<file path="src/design/cos_pkg.sv">
// Shared constants, types and the duration lookup of the cache operation sequencer.
// Assumes a single processor clock; all counts below except FILL_SYS_CYCLES are in processor cycles.

package cos_pkg;

  // ---------------------------------------------------------------------------
  // Clock and system-clock ratio
  // ---------------------------------------------------------------------------

  // Processor clock rate.
  localparam int unsigned CLK_FREQ_HZ = 25000000;
  // Ratio of processor cycles per system cycle: allowed range and default.
  localparam int unsigned CLOCK_RATIO_MIN = 2;
  localparam int unsigned CLOCK_RATIO_MAX = 8;
  localparam int unsigned CLOCK_RATIO_DEFAULT = 2;
  // System cycles spent issuing a refill before the latency phase.
  localparam int unsigned FILL_SYS_CYCLES = 2;
  // Width of the duration counter.
  localparam int unsigned CNT_W = 5;

  // ---------------------------------------------------------------------------
  // Operation codes
  // ---------------------------------------------------------------------------

  localparam logic [2:0] OP_D_IDX_WB_INV = 3'h0;
  localparam logic [2:0] OP_D_CREATE_DIRTY = 3'h3;
  localparam logic [2:0] OP_HIT_INV = 3'h4;
  localparam logic [2:0] OP_D_HIT_WB_INV = 3'h5;
  localparam logic [2:0] OP_D_HIT_WB = 3'h7;
  localparam logic [2:0] OP_I_IDX_INV = 3'h0;
  localparam logic [2:0] OP_I_FILL = 3'h5;
  localparam logic [2:0] OP_I_HIT_WB = 3'h6;

  // ---------------------------------------------------------------------------
  // Best-case durations
  // ---------------------------------------------------------------------------

  localparam logic [4:0] CYC_IDX_WBI_CLEAN = 5'h0a;
  localparam logic [4:0] CYC_IDX_WBI_DIRTY = 5'h0c;
  localparam logic [4:0] CYC_CDE_HIT = 5'h0a;
  localparam logic [4:0] CYC_CDE_MISS_CLEAN = 5'h0d;
  localparam logic [4:0] CYC_CDE_MISS_DIRTY = 5'h0f;
  localparam logic [4:0] CYC_HINV_MISS = 5'h07;
  localparam logic [4:0] CYC_HINV_HIT = 5'h09;
  localparam logic [4:0] CYC_HWBI_MISS = 5'h07;
  localparam logic [4:0] CYC_HWBI_CLEAN = 5'h0c;
  localparam logic [4:0] CYC_HWBI_DIRTY = 5'h0e;
  localparam logic [4:0] CYC_HWB_MISS = 5'h07;
  localparam logic [4:0] CYC_HWB_CLEAN = 5'h0a;
  localparam logic [4:0] CYC_HWB_DIRTY = 5'h0e;
  localparam logic [4:0] CYC_I_IDX_INV = 5'h07;
  localparam logic [4:0] CYC_FILL_BASE = 5'h0a;
  localparam logic [4:0] CYC_IHWB_MISS = 5'h07;
  localparam logic [4:0] CYC_IHWB_HIT = 5'h14;

  // ---------------------------------------------------------------------------
  // Types
  // ---------------------------------------------------------------------------

  // Sequencer states.
  typedef enum logic [2:0] {
    ST_IDLE = 3'b000,
    ST_WAIT = 3'b001,
    ST_RUN = 3'b010,
    ST_ALIGN = 3'b011,
    ST_REQ = 3'b100,
    ST_DATA = 3'b101
  } cos_state_type;

  // Decoded timing of one operation.
  typedef struct packed {
    logic ok;
    logic wb;
    logic fill;
    logic [4:0] cycles;
  } cos_timing_type;

  // Maps cache, code and hit/dirty outcome to the operation's timing.
  function automatic cos_timing_type cos_timing(input logic icache, input logic [2:0] code,
                                                input logic hit, input logic dirty);
    cos_timing_type t;
    t = '{ok: 1'b1, wb: 1'b0, fill: 1'b0, cycles: CYC_HINV_MISS};
    if (icache) begin
      unique case (code)
        OP_I_IDX_INV: t.cycles = CYC_I_IDX_INV;
        OP_HIT_INV: t.cycles = hit ? CYC_HINV_HIT : CYC_HINV_MISS;
        OP_I_FILL: begin
          t.fill = 1'b1;
          t.cycles = CYC_FILL_BASE;
        end
        OP_I_HIT_WB: begin
          t.wb = hit;
          t.cycles = hit ? CYC_IHWB_HIT : CYC_IHWB_MISS;
        end
        default: t.ok = 1'b0;
      endcase
    end else begin
      unique case (code)
        OP_D_IDX_WB_INV: begin
          t.wb = dirty;
          t.cycles = dirty ? CYC_IDX_WBI_DIRTY : CYC_IDX_WBI_CLEAN;
        end
        OP_D_CREATE_DIRTY: begin
          t.wb = !hit && dirty;
          t.cycles = hit ? CYC_CDE_HIT : (dirty ? CYC_CDE_MISS_DIRTY : CYC_CDE_MISS_CLEAN);
        end
        OP_HIT_INV: t.cycles = hit ? CYC_HINV_HIT : CYC_HINV_MISS;
        OP_D_HIT_WB_INV: begin
          t.wb = hit && dirty;
          t.cycles = !hit ? CYC_HWBI_MISS : (dirty ? CYC_HWBI_DIRTY : CYC_HWBI_CLEAN);
        end
        OP_D_HIT_WB: begin
          t.wb = hit && dirty;
          t.cycles = !hit ? CYC_HWB_MISS : (dirty ? CYC_HWB_DIRTY : CYC_HWB_CLEAN);
        end
        default: t.ok = 1'b0;
      endcase
    end
    return t;
  endfunction

endpackage

</file>
<file path="src/design/cos_cycle_counter.sv">
// Down counter that times one phase of a cache operation.
// Assumes the loader asserts load_i for one cycle with a non-zero value.

`timescale 1ns/1ps

module cos_cycle_counter #(
  parameter int unsigned WIDTH = cos_pkg::CNT_W
) (
  // Clock and reset.
  input wire logic clk_sys_i,
  input wire logic rst_i,
  // Control.
  input wire logic load_i,
  input wire logic [WIDTH-1:0] value_i,
  // Status.
  output logic expire_o
);
  import cos_pkg::*;

  logic [WIDTH-1:0] count;
  logic [WIDTH-1:0] next_count;

  // Next count: reload, or step down toward zero.
  always_comb begin
    next_count = count;
    if (load_i) begin
      next_count = value_i;
    end else if (count != '0) begin
      next_count = count - WIDTH'(1);
    end
  end

  // Count register.
  always_ff @(posedge clk_sys_i) begin
    if (rst_i) begin
      count <= '0;
    end else begin
      count <= next_count;
    end
  end

  // The last cycle of the phase is the one in which the count reads one.
  assign expire_o = (count == WIDTH'(1));

endmodule

</file>
<file path="src/design/cos_sys_divider.sv">
// Divider that marks the processor cycle in which a system cycle begins.
// Assumes the system clock is the processor clock divided by CLOCK_RATIO.

`timescale 1ns/1ps

module cos_sys_divider #(
  parameter int unsigned CLOCK_RATIO = cos_pkg::CLOCK_RATIO_DEFAULT
) (
  // Clock and reset.
  input wire logic clk_sys_i,
  input wire logic rst_i,
  // System clock edge marker.
  output logic sys_edge_o
);
  import cos_pkg::*;

  logic [2:0] phase;
  logic [2:0] next_phase;

  always_comb begin
    next_phase = phase + 3'h1;
    if (phase == 3'(CLOCK_RATIO - 1)) begin
      next_phase = 3'h0;
    end
  end

  // Phase register.
  always_ff @(posedge clk_sys_i) begin
    if (rst_i) begin
      phase <= 3'h0;
    end else begin
      phase <= next_phase;
    end
  end

  // A system cycle starts at phase zero.
  assign sys_edge_o = (phase == 3'h0);

endmodule

</file>
<file path="src/design/cos_sequencer.sv">
// Cache operation sequencer: arbitrates and times cache operations.
// Assumes the pipeline holds op fields stable while op_valid_i is high, the
// miss and buffer logic reports its state each cycle, and the bus interface
// pulses refill_last_i when the last refill doubleword appears.
//
// What this block does
// - Misses, write-backs, external requests precede cache operations.
// - Drain pending write-back buffer before operation begins.
// - Instruction miss at issue is serviced first.
// - Cache operation and data miss never overlap.
// - Accepted external request completes before operation starts.
// - Data operations wait for store, response buffers.
// - Response, store buffers hold pending data-cache writes.
// - Dirty write-back loads buffer; later operations stall.
// - Durations are best-case processor cycle counts.
// - Index writeback-invalidate: 10 clean, 12 dirty.
// - Create-dirty: 10 hit, 13 clean, 15 dirty.
// - Hit-invalidate: 7 miss, 9 hit, both caches.
// - Hit writeback-invalidate: 7 miss, 12 clean, 14 dirty.
// - Hit writeback: 7 miss, 10 clean, 14 dirty.
// - Fill: 10 plus alignment, system and memory terms.
// - Instruction hit writeback: 7 miss, 20 hit.
// - Clock ratio is an integer from 2 to 8.
// - Alignment wait is zero to ratio minus one.

`timescale 1ns/1ps

module cos_sequencer #(
  parameter int unsigned CLOCK_RATIO = cos_pkg::CLOCK_RATIO_DEFAULT
) (
  // Clock and reset.
  input wire logic clk_sys_i,
  input wire logic rst_i,
  // Operation issue from the pipeline.
  input wire logic op_valid_i,
  input wire logic op_icache_i,
  input wire logic [2:0] op_code_i,
  input wire logic op_hit_i,
  input wire logic op_dirty_i,
  // Competing activity.
  input wire logic icache_miss_i,
  input wire logic dcache_miss_i,
  input wire logic writeback_req_i,
  input wire logic ext_req_i,
  input wire logic ext_busy_i,
  // Buffer state.
  input wire logic wb_buf_pending_i,
  input wire logic store_buf_empty_i,
  input wire logic resp_buf_empty_i,
  // Refill progress from the system bus interface.
  input wire logic refill_last_i,
  // Pipeline answers.
  output logic stall_o,
  output logic done_o,
  output logic op_error_o,
  // Buffer and miss control.
  output logic wb_drain_o,
  output logic wb_load_o,
  output logic dmiss_hold_o,
  // Refill request and system cycle marker.
  output logic fill_req_o,
  output logic sys_edge_o
);
  import cos_pkg::*;

  // ---------------------------------------------------------------------------
  // State and latched operation
  // ---------------------------------------------------------------------------

  cos_state_type state;
  cos_state_type next_state;
  logic op_icache;
  logic [2:0] op_code;
  logic op_hit;
  logic op_dirty;
  logic next_op_icache;
  logic [2:0] next_op_code;
  logic next_op_hit;
  logic next_op_dirty;

  cos_timing_type tim;
  logic blocked;
  logic cnt_load;
  logic [CNT_W-1:0] cnt_value;
  logic cnt_expire;

  // Cycles spent requesting a refill: two system cycles at the clock ratio.
  localparam logic [CNT_W-1:0] REQ_CYCLES = CNT_W'(FILL_SYS_CYCLES * CLOCK_RATIO);

  // ---------------------------------------------------------------------------
  // Helpers
  // ---------------------------------------------------------------------------

  // Phase timer shared by the run and refill request phases.
  cos_cycle_counter #(
    .WIDTH(CNT_W)
  ) u_counter (
    .clk_sys_i(clk_sys_i),
    .rst_i(rst_i),
    .load_i(cnt_load),
    .value_i(cnt_value),
    .expire_o(cnt_expire)
  );

  // System cycle marker derived from the processor clock.
  cos_sys_divider #(
    .CLOCK_RATIO(CLOCK_RATIO)
  ) u_divider (
    .clk_sys_i(clk_sys_i),
    .rst_i(rst_i),
    .sys_edge_o(sys_edge_o)
  );

  assign tim = cos_timing(op_icache, op_code, op_hit, op_dirty);

  // ---------------------------------------------------------------------------
  // Arbitration
  // ---------------------------------------------------------------------------

  always_comb begin
    blocked = icache_miss_i || dcache_miss_i || writeback_req_i || ext_req_i || ext_busy_i;
    blocked = blocked || wb_buf_pending_i;
    if (!op_icache && !(store_buf_empty_i && resp_buf_empty_i)) begin
      blocked = 1'b1;
    end
  end

  // ---------------------------------------------------------------------------
  // Sequencer
  // ---------------------------------------------------------------------------

  // Next state, latched fields and one-cycle strobes.
  always_comb begin
    next_state = state;
    next_op_icache = op_icache;
    next_op_code = op_code;
    next_op_hit = op_hit;
    next_op_dirty = op_dirty;
    cnt_load = 1'b0;
    cnt_value = tim.cycles;
    done_o = 1'b0;
    op_error_o = 1'b0;
    wb_load_o = 1'b0;
    unique case (state)
      ST_IDLE: begin
        if (op_valid_i) begin
          next_op_icache = op_icache_i;
          next_op_code = op_code_i;
          next_op_hit = op_hit_i;
          next_op_dirty = op_dirty_i;
          next_state = ST_WAIT;
        end
      end
      ST_WAIT: begin
        if (!tim.ok) begin
          done_o = 1'b1;
          op_error_o = 1'b1;
          next_state = ST_IDLE;
        end else if (!blocked) begin
          cnt_load = 1'b1;
          next_state = ST_RUN;
        end
      end
      ST_RUN: begin
        if (cnt_expire) begin
          if (tim.fill) begin
            next_state = ST_ALIGN;
          end else begin
            done_o = 1'b1;
            wb_load_o = tim.wb;
            next_state = ST_IDLE;
          end
        end
      end
      ST_ALIGN: begin
        // wait for system edge
        // The edge cycle is already the first request cycle, so the wait
        // before it is zero to ratio minus one cycles, never a full ratio.
        if (sys_edge_o) begin
          cnt_load = 1'b1;
          cnt_value = REQ_CYCLES - CNT_W'(1);
          next_state = ST_REQ;
        end
      end
      ST_REQ: begin
        if (cnt_expire) begin
          next_state = ST_DATA;
        end
      end
      ST_DATA: begin
        if (refill_last_i) begin
          done_o = 1'b1;
          next_state = ST_IDLE;
        end
      end
      default: begin
        next_state = ST_IDLE;
      end
    endcase
  end

  // State and operation registers.
  always_ff @(posedge clk_sys_i) begin
    if (rst_i) begin
      state <= ST_IDLE;
      op_icache <= 1'b0;
      op_code <= 3'h0;
      op_hit <= 1'b0;
      op_dirty <= 1'b0;
    end else begin
      state <= next_state;
      op_icache <= next_op_icache;
      op_code <= next_op_code;
      op_hit <= next_op_hit;
      op_dirty <= next_op_dirty;
    end
  end

  // ---------------------------------------------------------------------------
  // Outputs
  // ---------------------------------------------------------------------------

  assign stall_o = (op_valid_i && state == ST_IDLE) || (state != ST_IDLE);
  assign dmiss_hold_o = (state == ST_RUN) || (state == ST_ALIGN) ||
                        (state == ST_REQ) || (state == ST_DATA);
  // Ask the write-back buffer to retire its data while an operation waits.
  assign wb_drain_o = (state == ST_WAIT) && wb_buf_pending_i;
  // Refill request stands for the two issuing system cycles, from the edge cycle on.
  assign fill_req_o = (state == ST_REQ) || (state == ST_ALIGN && sys_edge_o);

  // ---------------------------------------------------------------------------
  // Checks
  // ---------------------------------------------------------------------------

  // Helper: cycles spent so far in the run phase.
  logic [CNT_W-1:0] run_len;
  always_ff @(posedge clk_sys_i) begin
    if (rst_i || state != ST_RUN) begin
      run_len <= '0;
    end else begin
      run_len <= run_len + CNT_W'(1);
    end
  end
endmodule

</file>
<file path="config.mk">
export PLATFORM = sky130hd
export DESIGN_NAME = cos_sequencer
export DESIGN_NICKNAME = d
export VERILOG_FILES = /design/src/design/cos_pkg.sv /design/src/design/cos_cycle_counter.sv /design/src/design/cos_sys_divider.sv /design/src/design/cos_sequencer.sv
export SDC_FILE = /design/constraint.sdc
export NUM_CORES = 1
export LEC_CHECK = 0
export BUFFER_PORTS_ARGS = -buffer_cell sky130_fd_sc_hd__buf_2
export CORE_AREA = 2 2 54 56
export DETAILED_ROUTE_END_ITERATION = 8
export DIE_AREA = 0 0 56 58
export PLACE_DENSITY = 0.74
export SYNTH_ARGS = -nofsm -noshare
export SYNTH_HDL_FRONTEND = slang
export SYNTH_SLANG_ARGS = --single-unit
</file>
<file path="constraint.sdc">
create_clock -name clk_sys_i -period 1.6 [get_ports clk_sys_i]
set_input_delay 0.08 -clock clk_sys_i [delete_from_list [all_inputs] [get_ports clk_sys_i]]
set_output_delay 0.08 -clock clk_sys_i [all_outputs]
set_load 0.03 [all_outputs]
</file>
Word level (Yosys, flattened, before mapping):

Cells that the tools add are included.

* register bits: 17
* output and inout bits: 8
* input bits: 18
* logic and storage cells: 105

* add/subtract/negate cells: 2
* reduce and logical (&&, ||, !) cells: 32
* equal/unequal tests: 18
* muxes and demuxes: 46

Operators by type and width (count)
* $mux W3: 10
* $mux W5: 6
* $pmux W4 S5: 1
* $eq A3 B3 Y1 const B: 6
* $pmux W3 S6: 1
* $mux W1: 17
* $pmux W5 S3: 1
* $mux W4: 3
* $logic_or A1 B1 Y1: 10
* $ne A2 B2 Y1 const B: 5
* $eq A3 B2 Y1 const B: 3
* $logic_not A3 Y1: 3
* $mux W2: 4
* $logic_and A1 B1 Y1: 7
* $eq A3 B1 Y1 const B: 2
* $pmux W1 S3: 2
* $reduce_and A6 Y1: 1
* $eq A5 B1 Y1 const B: 1
* $reduce_bool A5 Y1: 1
* $reduce_or A5 Y1: 1
* $sub A5 B1 Y5 const B: 1
* $reduce_or A2 Y1: 2
* $reduce_or A4 Y1: 1
* $add A3 B1 Y3 const B: 1
* 6 further kinds: 8

Logic depth before layout (Yosys ltp):

* depth in word-level cells: 10
* gate-level depth with buffers: 7
* gate-level depth less buffers: 7

Cells and area by module:

Synthesis repeated with hierarchy kept, for this count alone.

* cell total of the unflattened synthesis: 167
* area total of the unflattened synthesis: 1272.5 um2

By module, submodules not included
* cos_sequencer: seq. area each 180.2 um2, instances 1, area each 804.5 um2, cells an instance 117
* cos_cycle_counter: seq. area each 100.1 um2, instances 1, area each 309.0 um2, cells an instance 35
* cos_sys_divider: seq. area each 60.1 um2, instances 1, area each 158.9 um2, cells an instance 15

Worst setup path after synthesis:

OpenSTA, ideal clock, no wires.

* path type: input-to-reg
* start point: input wb_buf_pending_i
* end point: register u_counter.count[0]
* buffers on the path: 0
* arrival time: 1686 ps
* stages: 5
* slack: -156 ps
* library setup time: 70 ps
* required time: 1530 ps
* cell sequence: or4_4 nor4_4 o211ai_4 or4_1 a21oi_1

* word-level cells in the longest chain between the ends: 6
* elaborated cells between the ends (all ways): 7
* those cells by class: mux (5); reduce/logical (2)

Ends and longest elaborated chain
* start, declared: RTL line cos_sequencer.sv:47 `input wire logic wb_buf_pending_i,`
* $logic_or A1 B1 Y1 *: RTL line cos_sequencer.sv:122 `blocked = blocked || wb_buf_pending_i;`
* $mux W1 *: RTL line cos_sequencer.sv:123 `if (!op_icache && !(store_buf_empty_i && resp_buf_empty_i)) begin`
* $mux W1 *: RTL line cos_sequencer.sv:159 `end else if (!blocked) begin`
* $mux W1 *: RTL line cos_sequencer.sv:155 `if (!tim.ok) begin`
* $pmux W1 S2 *: RTL line cos_sequencer.sv:144 `unique case (state)`
* $mux W5 / $reduce_bool A2 Y1 (equally long branches)
* end signal, assigned: RTL line cos_cycle_counter.sv:38 `count <= next_count;`
* end, declared: RTL line cos_cycle_counter.sv:20 `logic [WIDTH-1:0] count;`

Every way passes the cells marked *; elsewhere a longest branch is shown, timed or not.
A chain may end at the register's enable or synchronous reset.

Worst setup path after layout:

* start point: register op_icache
* end point: register u_counter.count[0]

* word-level cells in the longest chain between the ends: 7
* elaborated cells between the ends (all ways): 12
* those cells by class: mux (9); reduce/logical (3)

Ends and longest elaborated chain
* start, declared: RTL line cos_sequencer.sv:72 `logic op_icache;`
* start signal, assigned: RTL line cos_sequencer.sv:212 `op_icache <= next_op_icache;`
* $logic_not A1 Y1: RTL line cos_sequencer.sv:123
* $logic_and A1 B1 Y1: RTL line cos_sequencer.sv:123
* $mux W1: RTL line cos_sequencer.sv:123
* $mux W1: RTL line cos_sequencer.sv:159
* $mux W1: RTL line cos_sequencer.sv:155
* $pmux W1 S2: RTL line cos_sequencer.sv:144
* $mux W5 / $reduce_bool A2 Y1 (equally long branches)

Parallel ways exist; a longest one is shown, timed or not.

==> results.toml <==
[synth]
synth_seq_cells = 17
postSynthCellCount = 159
synthTopCellsByArea = "dfxtp_1 27%, ha_1 5.9%, nor2_1 5.6%"
avgSynthCellArea_sq_um = 7.940
yosysTopAreaCell = "dfxtp_1"
async_reset_ff_frac = 0
syn_nets = 183
synth_cell_types = 46
synth_area_sq_mm = 0.001262
synthFlopType = "dfxtp_1"
ys_seq_area_frac = 0.2696
synth-edff-count = 0
synthDominantCellAreaShare = 0.2696
ys_warn_count = 0

[hold_path]
whs_path_depth = 3
hp-class = "in -> reg"

[floorplan]
ios = 26
die_x_microns = 56
start_util = 0.4742
fp.dieH_microns = 58
row_count = 19
core_area_sq_mm = 0.002663
die_area_sq_mm = 0.003248

[run_status]
violations = "negative setup slack"
status = "finished with violations"

[routing]
post_drt_wl_per_cell_microns = 15.78
num_vias = 1413
drt_pass1_iterations = 7
routed_via_density = 5.744
drc = 0
drtAntennaViolNets = 0
drt_iter0_markers = 44
postRouteWirelength_mm = 3.882

[sta]
final.setup.worst_slack_ns = -0.09960
fin_crit_sh = 1.062
hold_violations = 0
rsz0062_at_grt = "yes"
hold-worst-slack_ns = 0.01860
worstMarginPinSlew_ns = 0.4514
maxSlewHeadroom = 0.6979
finalSetupViolations = 4
period_needed_ns = 1.700
finalMaxSlewViolations = 0
finClkSkew_ns = 0.002576
fmax_ghz = 0.5884

[clock_network]
cts_buffer_depth = 2
cts_max_level = 1
cts_sinks = 17
root_buffer = "clkbuf_4"
cts_tree = "done"
hold_buffers = 0
cts-buffers-inserted = 3
clkTransAtPathRegs_ns = 0.11
clock_latency_ns = 0.29

[final_layout]
final_cell_area_sq_mm = 0.001941
multi_input_area_sq_mm = 0.001031
fillers = 181
drive_gt1_frac = 0.5349
antenna_cells = 0
layout_common_cells = "28 x buf_4, 22 x buf_2, 17 x nor2_1, 12 x nand2_1, 9 x dfxtp_2"
regArea_sq_um = 366.6
syn_to_final_growth_pct = 53.72
fin_nets = 240
layout_commonest_cell = "buf_4"

[worst_setup_path]
cp.required_ns = 1.82
critPathCaptureType = "register"
worstPathArrival_ns = 1.92
worstSetupPathType = "reg -> reg"
crit_path_max_incr_delay_ns = 0.56
path_delay_family = "simple AND/OR/NAND/NOR gates"
path_max_fanout = 5
crit_cells = 6
reg2reg_depth = 6
path_cells = "buf_12, nand4_1, buf_4, o21ai_0, or4_1, a21oi_1"
crit_slowest_cell = "or4_1"
start_kind = "register"
path_buf_inv = 2

[power_and_ir_drop]
p_sw_frac = 0.4273
p_int_uw = 1553
p_sw_uw = 1159
clkPwrFrac = 0.089
power_frac_seq = 0.269
vdd.ir_drop.worst_mv = 0.8592
power_uw = 2712
powerDensity_mw_per_mm2 = 1398
share_comb_of_total_power = 0.642
p_leak_uw = 0.0008257

[placed_design]
postPlaceCellArea_sq_mm = 0.001528
place_congestion = 0.8702
io_buffer_count = 25
dpl.hpwl_mm = 2.290

[grt]
globalRouteOverflowTotal = 0
grt_pass1_vias = 1274
grt_pass1_wl_mm = 5.402
track_usage = 0.2067
antenna_found_initial = 0
grt_max_degree = 20

[flow_run]
cap_violations = 0
## flip-flops by register name, indices dropped and copies added, names as in the netlist
register,cells
op_code,3
state,3
u_divider.phase,3
u_counter.count,5
op_icache,1
op_hit,1
op_dirty,1
## metrics by stage
step	cells	util	setup slack, ns	TNS (ns)
6_report	246	0.7289	-0.09960	-0.3391
5_1_grt	246	0.7289	-0.1547	-0.7297
4_1_cts	237	0.6396	-0.09422	-0.1480
3_5_place_dp	226	0.5738	-0.3800	-1.612
3_3_place_gp	226	0.5738	-0.2454	-1.174
2_1_floorplan	159	-	-0.1535	-0.2466
## synth_stat cells (2+ instances only)
| master | instances |
|---|---|
| a211oi_1 | 2 |
| buf_6 | 2 |
| clkbuf_1 | 3 |
| or2_2 | 2 |
| buf_2 | 2 |
| o211ai_1 | 2 |
| nor2_1 | 19 |
| nand2_1 | 14 |
| ha_1 | 6 |
| nand3_1 | 2 |
| dfxtp_1 | 17 |
| nand2b_1 | 8 |
| nor3_1 | 8 |
| nor2b_1 | 5 |
| a31oi_1 | 4 |
| mux2i_1 | 7 |
| mux2_2 | 3 |
| o21ai_0 | 6 |
| or3_1 | 3 |
| a21oi_1 | 11 |
| inv_1 | 6 |
| or4_1 | 3 |
## worst register-to-register path: cells and delay by family, from the launching register on
| kind | cells | cell delay, ns |
|---|---|---|
| and+or+nand+nor | 2 | 0.70 |
| AOI/OAI and AO/OA | 2 | 0.24 |
| DFF | 1 | 0.39 |
| buffers and inverters | 2 | 0.29 |
## power groups by stage
| stage | Sequential (uW) | Clock [uW] | Combinational (uW) |
|---|---|---|---|
| 2_1_floorplan | 618 | 0 | 944 |
| 3_3_place_gp | 652 | 0 | 1220 |
| 3_5_place_dp | 665 | 0 | 1260 |
| 4_1_cts | 670 | 238 | 1410 |
| 5_1_grt | 748 | 258 | 1880 |
| 6_report | 730 | 243 | 1740 |
## layout make-up
class                   count  area share
repair buffers             60      0.2347
inverters                   6     0.01161
well taps                  31     0.01999
flip-flops and latches     17      0.1889
clock buffers               4     0.01354
multi-input cells         128      0.5313
## metal layers
layer  up-vias  track usage  wire (microns)
met5         -            0               0
met1       660       0.2417            1537
met2        62       0.3950            1998
met3        16      0.02232             191
li1        675            -               -
met4         0      0.06463             154
## logic make-up (layout without fill, tap and decap cells)
logic type,Yosys count,in the layout,share of synthesized area
and+or+nand+nor,76,76,0.3370
AOI/OAI and AO/OA,34,34,0.1794
DFF,17,17,0.2696
buffers and inverters,14,70,0.05847
muxes,10,10,0.08226
adders and majority gates,6,6,0.05946
xor gates and xnor gates,2,2,0.01388
## what timing repair did
action	in CTS	in global routing
pin swaps	8	19
resized for setup	31	39
cloned	0	1
setup buffers	7	8
setup endpoints to repair	8	11
## worst paths after layout
check | start | endpoint | slack [ns]
worst max register to register | op_icache | u_counter.count[0] | -0.1
worst min register to register | u_divider.phase[0] | u_divider.phase[0] | 0.46
worst max-delay path | op_icache | u_counter.count[0] | -0.1
worst min-delay path | op_code_i[1] | op_code[1] | 0.02
No activity file was read; power rests on OpenSTA's default activity.
